`src/hdl/tcm_cfg.svh`:
```
`ifndef TCM_CFG_SVH
`define TCM_CFG_SVH

`define TCM_ADDR_CH_ENABLE   8'h35
`define TCM_ADDR_DIODE_FAULT 8'h36
`define TCM_ADDR_LOCAL_REF_H 8'h40
`define TCM_ADDR_LOCAL_REF_L 8'h41
`define TCM_ADDR_FAR1_REF_H  8'h42
`define TCM_ADDR_FAR1_REF_L  8'h43

`define TCM_RST_CH_ENABLE    4'hF
`define TCM_RST_DIODE_FAULT  3'h0
`define TCM_RST_REF_BYTE     8'h00
`define TCM_RST_REF_FRAC     4'h0
`define TCM_RST_CH           2'h0

`define TCM_RD_NONE          8'h00
`define TCM_CH_LOCAL         2'h0
`define TCM_EN_W             4
`define TCM_FAULT_LSB        1
`define TCM_FAULT_MSB        3
`define TCM_FRAC_LSB         4
`define TCM_FRAC_MSB         7
`define TCM_RSVD_HI_W        4
`define TCM_RSVD_FRAC_W      4

`endif

```
`src/hdl/tcm_pkg.sv`:
```
package tcm_pkg;

   typedef logic [1:0] tcm_ch_t;

   typedef enum logic [1:0]
   {
      TCM_SEQ_IDLE  = 2'b00,
      TCM_SEQ_START = 2'b01,
      TCM_SEQ_WAIT  = 2'b10
   } tcm_seq_e;

   // Signed integer byte then fraction nibble; the low nibble is implied zero
   typedef struct packed
   {
      logic [7:0] whole;
      logic [3:0] frac;
   } tcm_ref_s;

   typedef struct packed
   {
      tcm_ref_s local_ref;
      tcm_ref_s far_one_ref;
   } tcm_refs_s;

   typedef struct packed
   {
      logic       wr;
      logic       rd;
      logic [7:0] addr;
      logic [7:0] wdata;
   } tcm_req_s;

   // Next enabled channel after cur, wrapping; returns cur when it is the only one
   function automatic tcm_ch_t tcm_next_ch(input tcm_ch_t cur, input logic [3:0] en);
      tcm_ch_t c;
      tcm_ch_t r;
      c = cur;
      r = cur;
      for (int i = 1; i <= 4; i++)
      begin
         c = tcm_ch_t'(cur + tcm_ch_t'(i));
         if (en[c] && r == cur && !(i < 4 && c == cur))
            r = c;
      end
      for (int i = 1; i < 4; i++)
      begin
         c = tcm_ch_t'(cur + tcm_ch_t'(i));
         if (en[c])
         begin
            r = c;
            break;
         end
      end
      return r;
   endfunction : tcm_next_ch

endpackage : tcm_pkg

```
`src/hdl/tcm_seq.sv`:
```
`timescale 1ns/100ps
`include "tcm_cfg.svh"

module tcm_seq
(
   input  wire logic             clock,
   input  wire logic             rstn,
   input  wire logic [3:0]       ch_enable,
   input  wire logic             conv_done,
   output logic                  conv_start,
   output tcm_pkg::tcm_ch_t      conv_ch
);

   tcm_pkg::tcm_seq_e state_q;
   tcm_pkg::tcm_seq_e state_d;
   tcm_pkg::tcm_ch_t  ch_q;
   tcm_pkg::tcm_ch_t  ch_d;
   logic              start_q;
   logic              any_en;
   logic              cur_en;
   tcm_pkg::tcm_ch_t  nxt_ch;

   assign any_en = |ch_enable;
   assign cur_en = ch_enable[ch_q];
   assign nxt_ch = tcm_pkg::tcm_next_ch(ch_q, ch_enable);

   // Disabled channels are skipped by picking the next enabled one
   always_comb
   begin
      state_d = state_q;
      ch_d    = ch_q;
      case (state_q)
         tcm_pkg::TCM_SEQ_IDLE:
         begin
            if (any_en)
            begin
               state_d = tcm_pkg::TCM_SEQ_START;
               ch_d    = cur_en ? ch_q : nxt_ch;
            end
         end
         tcm_pkg::TCM_SEQ_START:
            state_d = tcm_pkg::TCM_SEQ_WAIT;
         tcm_pkg::TCM_SEQ_WAIT:
         begin
            if (conv_done)
            begin
               ch_d    = nxt_ch;
               state_d = any_en ? tcm_pkg::TCM_SEQ_START : tcm_pkg::TCM_SEQ_IDLE;
            end
         end
         default:
            state_d = tcm_pkg::TCM_SEQ_IDLE;
      endcase
   end

   always_ff @(posedge clock or negedge rstn)
   begin
      if (!rstn)
      begin
         state_q <= tcm_pkg::TCM_SEQ_IDLE;
         ch_q    <= `TCM_RST_CH;
         start_q <= 1'b0;
      end
      else
      begin
         state_q <= state_d;
         ch_q    <= ch_d;
         start_q <= (state_d == tcm_pkg::TCM_SEQ_START);
      end
   end

   assign conv_start = start_q;
   assign conv_ch    = ch_q;
endmodule : tcm_seq

```
`src/hdl/tcm_regs.sv`:
```
// Functional notes
// - A disabled channel is skipped; conversion moves on to the next enabled one.
// - A disabled remote channel gets no diode fault detection update.
// - All four channel enable bits reset to one (register value 0Fh).
// - Local enable gates only conversion; local channel has no diode check.
// - Remote 1..3 fault bits set on open or short detection; reset to zero.
// - Reference high byte: sign plus integer degrees, read/write, resets to zero.
// - Reference low byte: four fraction bits high, low nibble reads zero.
// - Stored local and channel 1 references feed the highest-temperature choice.
// - Toggling extended format leaves stored limit and reference values untouched.
`timescale 1ns/100ps
`include "tcm_cfg.svh"

module tcm_regs
(
   input  wire logic                clock,
   input  wire logic                rstn,
   input  wire tcm_pkg::tcm_req_s   reg_req,
   output logic [7:0]               reg_rdata,
   input  wire logic                ext_format,
   input  wire logic                conv_done,
   input  wire logic                fault_detected,
   output logic                     conv_start,
   output tcm_pkg::tcm_ch_t         conv_ch,
   output logic [3:0]               ch_enable,
   output logic [3:1]               diode_fault,
   output tcm_pkg::tcm_refs_s       ref_temps
);

   logic [3:0]         enable_q;
   logic [3:1]         fault_q;
   logic [3:1]         fault_d;
   tcm_pkg::tcm_refs_s refs_q;
   logic [7:0]         rdata_q;
   logic [7:0]         rdata_d;
   tcm_pkg::tcm_ch_t   seq_ch;
   logic               seq_start;

   // One write decode shared by every register strobe
   function automatic logic wr_hit(input tcm_pkg::tcm_req_s r, input logic [7:0] a);
      return r.wr && r.addr == a;
   endfunction : wr_hit

   // Fraction nibble sits high; the unused low nibble always reads zero
   function automatic logic [7:0] frac_byte(input logic [3:0] f);
      return {f, {`TCM_RSVD_FRAC_W{1'b0}}};
   endfunction : frac_byte

   wire wr_enable  = wr_hit(reg_req, `TCM_ADDR_CH_ENABLE);
   wire wr_fault   = wr_hit(reg_req, `TCM_ADDR_DIODE_FAULT);
   wire wr_loc_h   = wr_hit(reg_req, `TCM_ADDR_LOCAL_REF_H);
   wire wr_loc_l   = wr_hit(reg_req, `TCM_ADDR_LOCAL_REF_L);
   wire wr_far1_h  = wr_hit(reg_req, `TCM_ADDR_FAR1_REF_H);
   wire wr_far1_l  = wr_hit(reg_req, `TCM_ADDR_FAR1_REF_L);

   tcm_seq u_seq
   (
      .clock      (clock),
      .rstn       (rstn),
      .ch_enable  (enable_q),
      .conv_done  (conv_done),
      .conv_start (seq_start),
      .conv_ch    (seq_ch)
   );

   // A fault result belongs to the channel in conversion; local has no diode
   wire       fault_chk   = conv_done && seq_ch != `TCM_CH_LOCAL;
   wire       fault_gate  = fault_chk && enable_q[seq_ch];
   wire [3:0] fault_onehot = 4'h1 << seq_ch;
   wire [3:1] fault_set   = (fault_gate && fault_detected) ?
                            fault_onehot[`TCM_FAULT_MSB:`TCM_FAULT_LSB] : 3'h0;

   // Set wins over a host write of zero, so no detection is lost
   always_comb
   begin
      fault_d = fault_q;
      if (wr_fault)
         fault_d = reg_req.wdata[`TCM_FAULT_MSB:`TCM_FAULT_LSB];
      fault_d = fault_d | fault_set;
   end

   // Unmapped addresses read as zero
   always_comb
   begin
      case (reg_req.addr)
         `TCM_ADDR_CH_ENABLE:
            rdata_d = {{`TCM_RSVD_HI_W{1'b0}}, enable_q};
         `TCM_ADDR_DIODE_FAULT:
            rdata_d = {{`TCM_RSVD_HI_W{1'b0}}, fault_q, 1'b0};
         `TCM_ADDR_LOCAL_REF_H:
            rdata_d = refs_q.local_ref.whole;
         `TCM_ADDR_LOCAL_REF_L:
            rdata_d = frac_byte(refs_q.local_ref.frac);
         `TCM_ADDR_FAR1_REF_H:
            rdata_d = refs_q.far_one_ref.whole;
         `TCM_ADDR_FAR1_REF_L:
            rdata_d = frac_byte(refs_q.far_one_ref.frac);
         default:
            rdata_d = `TCM_RD_NONE;
      endcase
   end

   always_ff @(posedge clock or negedge rstn)
   begin
      if (!rstn)
      begin
         enable_q <= `TCM_RST_CH_ENABLE;
         fault_q  <= `TCM_RST_DIODE_FAULT;
         rdata_q  <= `TCM_RD_NONE;
      end
      else
      begin
         if (wr_enable)
            enable_q <= reg_req.wdata[`TCM_EN_W-1:0];
         fault_q <= fault_d;
         if (reg_req.rd)
            rdata_q <= rdata_d;
      end
   end

   // The format select never reaches these flops: values are kept exactly as written
   always_ff @(posedge clock or negedge rstn)
   begin
      if (!rstn)
      begin
         refs_q.local_ref.whole   <= `TCM_RST_REF_BYTE;
         refs_q.local_ref.frac    <= `TCM_RST_REF_FRAC;
         refs_q.far_one_ref.whole <= `TCM_RST_REF_BYTE;
         refs_q.far_one_ref.frac  <= `TCM_RST_REF_FRAC;
      end
      else
      begin
         if (wr_loc_h)
            refs_q.local_ref.whole <= reg_req.wdata;
         if (wr_loc_l)
            refs_q.local_ref.frac <= reg_req.wdata[`TCM_FRAC_MSB:`TCM_FRAC_LSB];
         if (wr_far1_h)
            refs_q.far_one_ref.whole <= reg_req.wdata;
         if (wr_far1_l)
            refs_q.far_one_ref.frac <= reg_req.wdata[`TCM_FRAC_MSB:`TCM_FRAC_LSB];
      end
   end

   assign reg_rdata   = rdata_q;
   assign conv_start  = seq_start;
   assign conv_ch     = seq_ch;
   assign ch_enable   = enable_q;
   assign diode_fault = fault_q;
   assign ref_temps   = refs_q;
endmodule : tcm_regs

```
`config.mk`:
```
export PLATFORM = sky130hd
export DESIGN_NAME = tcm_regs
export DESIGN_NICKNAME = d
export VERILOG_FILES = /design/src/hdl/tcm_pkg.sv /design/src/hdl/tcm_seq.sv /design/src/hdl/tcm_regs.sv
export VERILOG_INCLUDE_DIRS = /design/src /design/src/hdl
export SDC_FILE = /design/constraint.sdc
export NUM_CORES = 1
export LEC_CHECK = 0
export BUFFER_PORTS_ARGS = -buffer_cell sky130_fd_sc_hd__buf_2
export CORE_MARGIN = 1.5
export CORE_UTILIZATION = 25
export DETAILED_ROUTE_END_ITERATION = 8
export GPL_TIMING_DRIVEN = 0
export MAX_ROUTING_LAYER = met4
export PLACE_DENSITY_LB_ADDON = 0.1
export SLEW_MARGIN = 20
export SYNTH_ARGS = -nofsm -noshare
export SYNTH_HDL_FRONTEND = slang
export SYNTH_SLANG_ARGS = --single-unit
```
`constraint.sdc`:
```
create_clock -name clock -period 2.1 [get_ports clock]
set_clock_uncertainty 0.05 [all_clocks]
set_input_delay 0.315 -clock clock [delete_from_list [all_inputs] [get_ports clock]]
set_output_delay 0.315 -clock clock [all_outputs]
set_load 0.02 [all_outputs]
```
==> metrics.txt, run 1 <==
Worst-Margin Slew=0.712 ns; post-synthesis simple-gate area fraction=0.0994; H-tree depth=2; post-synthesis xor/xnor area fraction=0; Post-DRT Antenna Nets=0; die span in y=98.5 um; total design power=2.35 mW; post-synthesis mux area share=0.228; fmax=498 MHz; total core area=8760 um^2; crit path launch=u_seq.conv_ch[0]$_DFFE_PN0P_; RR Startpoint=u_seq.conv_ch[0]$_DFFE_PN0P_; # nets final=298; clock-pin slew on the worst setup and hold paths=0.09 ns; final hold slack=0.189 ns; vias in the first global route=1697; routed vias/inst=4.76; later-pin clock latency in the skew report=0.30 ns; CP Launch Type=flip-flop; Hold Path End=reg_rdata[5]$_DFFE_PN0P_; crit-path max FO=10; area delta synth->final=27.3%; Root Driver=clkbuf_8; Yosys warnings=0; largest net degree at the start of global routing=45; FF-to-FF End=u_seq.conv_ch[0]$_DFFE_PN0P_; register area share after synthesis=0.485; most common cell after layout, fill and taps aside=buf_2; post-route setup TNS=0 ns; post-synthesis cell count=197; WL/cell=16.2 um; CTS max path bufs=2; hold wc startpoint=reg_req[16]; Antenna diodes=0; Min-Delay Path Class=input port to flip-flop; share of cells above drive strength 1=0.463; critical path endpoint category=flip-flop; Max-cap violations=0; total leakage power=1.44 nW; Slew HR=0.526; GRT overflow=0; Final Setup Violations=0; drt initial violations=49; critical path required time=2.23 ns; # port buffers=62; commonest cells after routing, fill and taps aside=buf_2 (65), dfrtp_1 (39), mux2_2 (29); Hold Vio Cnt, Final=0; die area=9700 um^2; Starting Density=0.260; row count=34; drt total wl=6150 um; Pre-antenna DRT Iters=4; DRC viols=0; CP Data Arrival Time=2.14 ns; initial antenna violation count=0; Final period util=0.957; Mean Syn Cell Area=11.6 um^2; areal power density over the cells=811 nW/um^2; largest family of logic cells by synthesized area=multiplexers; post-synthesis compound-gate area fraction=0.111; Slew Viols, Final=0; post-synth net total=224; GPL Wtd Cong=0.727; kind of critical path=flip-flop to flip-flop; Num CTS Buffers=5; Chip Width=98.5 um; hold depth=2; TritonCTS clock tree=built; detailed placement HPWL=4530 um; fin util=0.331; Global Route Usage Sum=0.134; Synth Area in Adders=0.0220; Max VDD drop=340 uV; clock sinks=44; status=completed; first-pass GRT wire length=9790 um; minimum clock period=2.01 ns; flop2flop setup slack=0.09 ns; number of synthesized register bits=44; via count of the routed design=1808; post-synth cell types=37; Syn Std Cell Area=2280 um^2; Reg2Reg Depth=4; top-level port count=65
[power breakdown]
part	switching, mW	internal [mW]	leakage, nW
clock	0.312	0.359	0.0583
sequential	0.0543	0.917	0.588
combinational	0.392	0.320	0.796
[worst max-delay path: stages, from the launching register on]
cell and delay [ns]:
dfrtp_1 0.39, buf_6 0.15, mux4_2 0.52, o41a_1 0.40
o32a_1 0.38
[how the worst max path moves through the flow]
| stage | cells past startpoint | to | slack (ns) |
|---|---|---|---|
| after global placement | 7 | u_seq.conv_ch[0]$_DFFE_PN0P_ | -0.06 |
| after CTS | 7 | u_seq.conv_ch[0]$_DFFE_PN0P_ | 0.03 |
| final | 4 | u_seq.conv_ch[0]$_DFFE_PN0P_ | 0.09 |
| after floorplan | 7 | u_seq.conv_ch[0]$_DFFE_PN0P_ | 0.04 |
| after global routing | 6 | u_seq.conv_ch[0]$_DFFE_PN0P_ | -0.0004 |
| after detailed placement | 7 | u_seq.conv_ch[0]$_DFFE_PN0P_ | -0.07 |
[cells in the mapped netlist]
library cell | number | area (um^2)
a22oi_1 | 3 | 22.5
nor2b_1 | 5 | 31.3
nand2b_1 | 1 | 6.26
ha_1 | 4 | 50.1
o41ai_2 | 1 | 16.3
nor2_1 | 8 | 30.0
inv_1 | 17 | 63.8
a21oi_1 | 5 | 25.0
nand4b_1 | 2 | 17.5
nor3_1 | 2 | 10.0
a32oi_1 | 1 | 8.76
o22ai_1 | 6 | 37.5
or2_2 | 3 | 18.8
dfrtp_1 | 40 | 1000
o32ai_1 | 1 | 8.76
and4_1 | 1 | 8.76
mux2i_1 | 8 | 80.1
buf_2 | 5 | 25.0
o41a_1 | 1 | 11.3
o21a_1 | 1 | 7.51
o21ai_0 | 9 | 45.0
o32a_1 | 4 | 40.0
mux4_2 | 5 | 113
and4b_1 | 1 | 10.0
nand2_1 | 6 | 22.5
nand3b_1 | 1 | 7.51
nor4_1 | 1 | 6.26
nand3_1 | 9 | 45.0
buf_1 | 1 | 3.75
clkbuf_1 | 5 | 18.8
a31oi_1 | 2 | 12.5
nand4_1 | 2 | 12.5
mux2_2 | 29 | 327
o22a_2 | 1 | 10.0
o31a_1 | 1 | 8.76
dfstp_2 | 4 | 105
buf_6 | 1 | 11.3
[stage by stage]
| step | worst slack (ns) | instance area, um^2 | instances |
|---|---|---|---|
| finish | 0.0912 | 2900 | 380 |
| global route | -0.000404 | 2900 | 380 |
| CTS | 0.0307 | 2850 | 375 |
| detailed placement | -0.0669 | 2730 | 367 |
| global placement | -0.0635 | 2730 | 367 |
| floorplan | 0.0440 | 2280 | 197 |
[area by class of cell]
| cell class | instances | area [um^2] |
|---|---|---|
| fillers | 926 | 5860 |
| flip-flops and latches | 44 | 1110 |
| multi-input cells | 124 | 1060 |
| repair buffers | 67 | 353 |
| well taps | 108 | 135 |
| clock buffers | 5 | 68.8 |
| inverters | 17 | 63.8 |
| plain buffers | 12 | 62.6 |
| clock inverters | 3 | 47.5 |
[kinds of logic (layout without fill, tap and decap cells)]
logic type	Yosys count	after routing
flops	44	44
fa+ha+maj	4	4
compound gates	36	36
simple gates	42	42
buf+inv	29	104
mux	42	42
[routing by layer]
layer  GRT usage  share of wire  vias up
met5           -              0        -
met4      0.0293         0.0099        0
met3      0.0284          0.052        5
met2       0.183           0.43       48
met1       0.202           0.51      882
li1            -              -      873
[sequential cells by signal (all words and copies together) (netlist names)]
signal,count
diode_fault,3
reg_rdata,8
u_seq.conv_start,1
u_seq.conv_ch,2
ref_temps,24
ch_enable,4
u_seq.state_q,2
[repair_timing]
item                                   CTS  global route
endpoints found under the hold margin    0            18
buffers inserted                         0             4
hold buffers                             0             1
gates resized for setup                  3             1
setup endpoints to repair                2             2
Note: power is estimated with default switching activity, not from simulation.
==> run 2, diff against run 1 <==
- clock period: 2.1 -> 2 ns (I/O delays scaled with it)
==> run 2 against run 1 <==
Power shrank 1.6%. Hold slack lost 0.0042 ns. Critical endpoint unchanged. Sequential power grew 5%. Register-to-register slack lost 0.05 ns. Worst setup slack lost 0.047 ns. Highest routed layer unchanged. Die area is the same.
==> metrics.txt, run 2 (synthesized netlist as in run 1, its figures left out) <==
TritonCTS clock tree=built; via count of the routed design=1779; slowest CP cell=mux4_2; Final period util=0.978; top-level port count=65; first-pass GRT wire length=9750 um; dpl cell area=2730 um^2; Min-Delay Path Class=input port to flip-flop; Max-cap violations=0; initial antenna violation count=0; H-tree depth=2; Pre-antenna DRT Iters=4; CP Data Arrival Time=2.09 ns; areal power density over the cells=806 nW/um^2; total core area=8760 um^2; # nets final=296; detailed placement HPWL=4480 um; largest net degree at the start of global routing=45; DRC viols=0; RR Startpoint=u_seq.conv_ch[0]$_DFFE_PN0P_; Worst path max stage delay=0.53 ns; Starting Density=0.260; dpl cells=367; Slew HR=0.534; clock-pin slew on the worst setup and hold paths=0.09 ns; Final Setup Violations=0; clock sinks=44; CP top delay family=compound AO/OA/AOI/OAI gates; drt initial violations=43; final hold slack=0.185 ns; Post-DRT Antenna Nets=0; max FFs per register=24; Root Driver=clkbuf_8; fmax=511 MHz; row count=34; vias in the first global route=1748; Slew Viols, Final=0; WL/cell=16.2 um; minimum clock period=1.96 ns; # port buffers=62; status=completed; CP Launch Type=flip-flop; commonest cells after routing, fill and taps aside=buf_2 (62), dfrtp_1 (38), mux2_2 (29); RSZ-0062 raised after global routing=true; total leakage power=1.42 nW; crit-path max FO=10; share of cells above drive strength 1=0.463; total design power=2.32 mW; CTS max path bufs=2; drt total wl=6110 um; Worst-Margin Slew=0.699 ns; post-route design area=2870 um^2; setup slack after layout=0.0444 ns; Global Route Usage Sum=0.133; pre-CTS setup slack=-0.0825 ns; Hold Vio Cnt, Final=0; most common cell after layout, fill and taps aside=buf_2; Max VDD drop=301 uV; die area=9700 um^2; Chip Width=98.5 um; Num CTS Buffers=5; critical path endpoint category=flip-flop; crit path launch=u_seq.conv_ch[0]$_DFFE_PN0P_; die span in y=98.5 um; Antenna diodes=0; fin cells=378; CP cell instances=buf_6 -> mux4_2 -> o41a_1 -> o32a_1; routed vias/inst=4.71; kind of critical path=flip-flop to flip-flop; area delta synth->final=26.1%; later-pin clock latency in the skew report=0.30 ns; critical path required time=2.14 ns; WP buf/inv=1; GPL Wtd Cong=0.748; GRT overflow=0; hold wc startpoint=reg_req[16]
[run 2: changes by cell type in the layout (fill, tap and decap cells not counted), sizes merged]
cell      previous run  this run
buf                 73        71
clkinv               2         1
bufinv               1         0
clkinvlp             0         1
clkbuf              10        11
[run 2: worst paths after layout]
check                                               end  slack, ns  cells after the start
max                        u_seq.conv_ch[0]$_DFFE_PN0P_       0.04                      4
min                            reg_rdata[4]$_DFFE_PN0P_       0.19                      2
max reg2reg                u_seq.conv_ch[0]$_DFFE_PN0P_       0.04                      4
min reg2reg                    reg_rdata[5]$_DFFE_PN0P_       0.47                      2
max in group asynchronous  u_seq.conv_ch[0]$_DFFE_PN0P_       0.97                      2
min in group asynchronous      reg_rdata[6]$_DFFE_PN0P_       0.49                      2
[run 2: timing repair]
| action | CTS | global route |
|---|---|---|
| pin swaps | 0 | 1 |
| hold endpoints to repair | 0 | 29 |
| gates resized for setup | 2 | 8 |
| hold buffers | 0 | 1 |
| buffers inserted | 2 | 0 |
| setup endpoints to repair | 2 | 2 |
[run 2: routing by layer]
layer	share of wire	global-route usage	vias to the layer above
met1	0.53	0.201	868
met5	0	-	-
li1	-	-	859
met4	0.012	0.0358	0
met2	0.42	0.181	48
met3	0.041	0.0234	4
[run 2: where the power goes]
group	switching, mW	total (mW)	internal [mW]
registers	0.0524	1.02	0.965
logic	0.412	0.735	0.323
clock network	0.319	0.564	0.245
[run 2: cell type report]
type / instances / area [um^2]
Tap cell: 108 / 135
Fill cell: 919 / 5890
Timing Repair Buffer: 65 / 338
Buffer: 12 / 73.8
Multi-Input combinational cell: 124 / 1070
Inverter: 17 / 63.8
Clock inverter: 2 / 12.5
Clock buffer: 6 / 72.6
Sequential cell: 44 / 1110
[run 2: stage by stage]
| stage | setup TNS, ns | util |
|---|---|---|
| global route | -0.0527 | 0.328 |
| CTS | 0 | 0.324 |
| floorplan | 0 | - |
| detailed placement | -1.34 | 0.312 |
| global placement | -1.15 | 0.312 |
| finish | 0 | 0.328 |
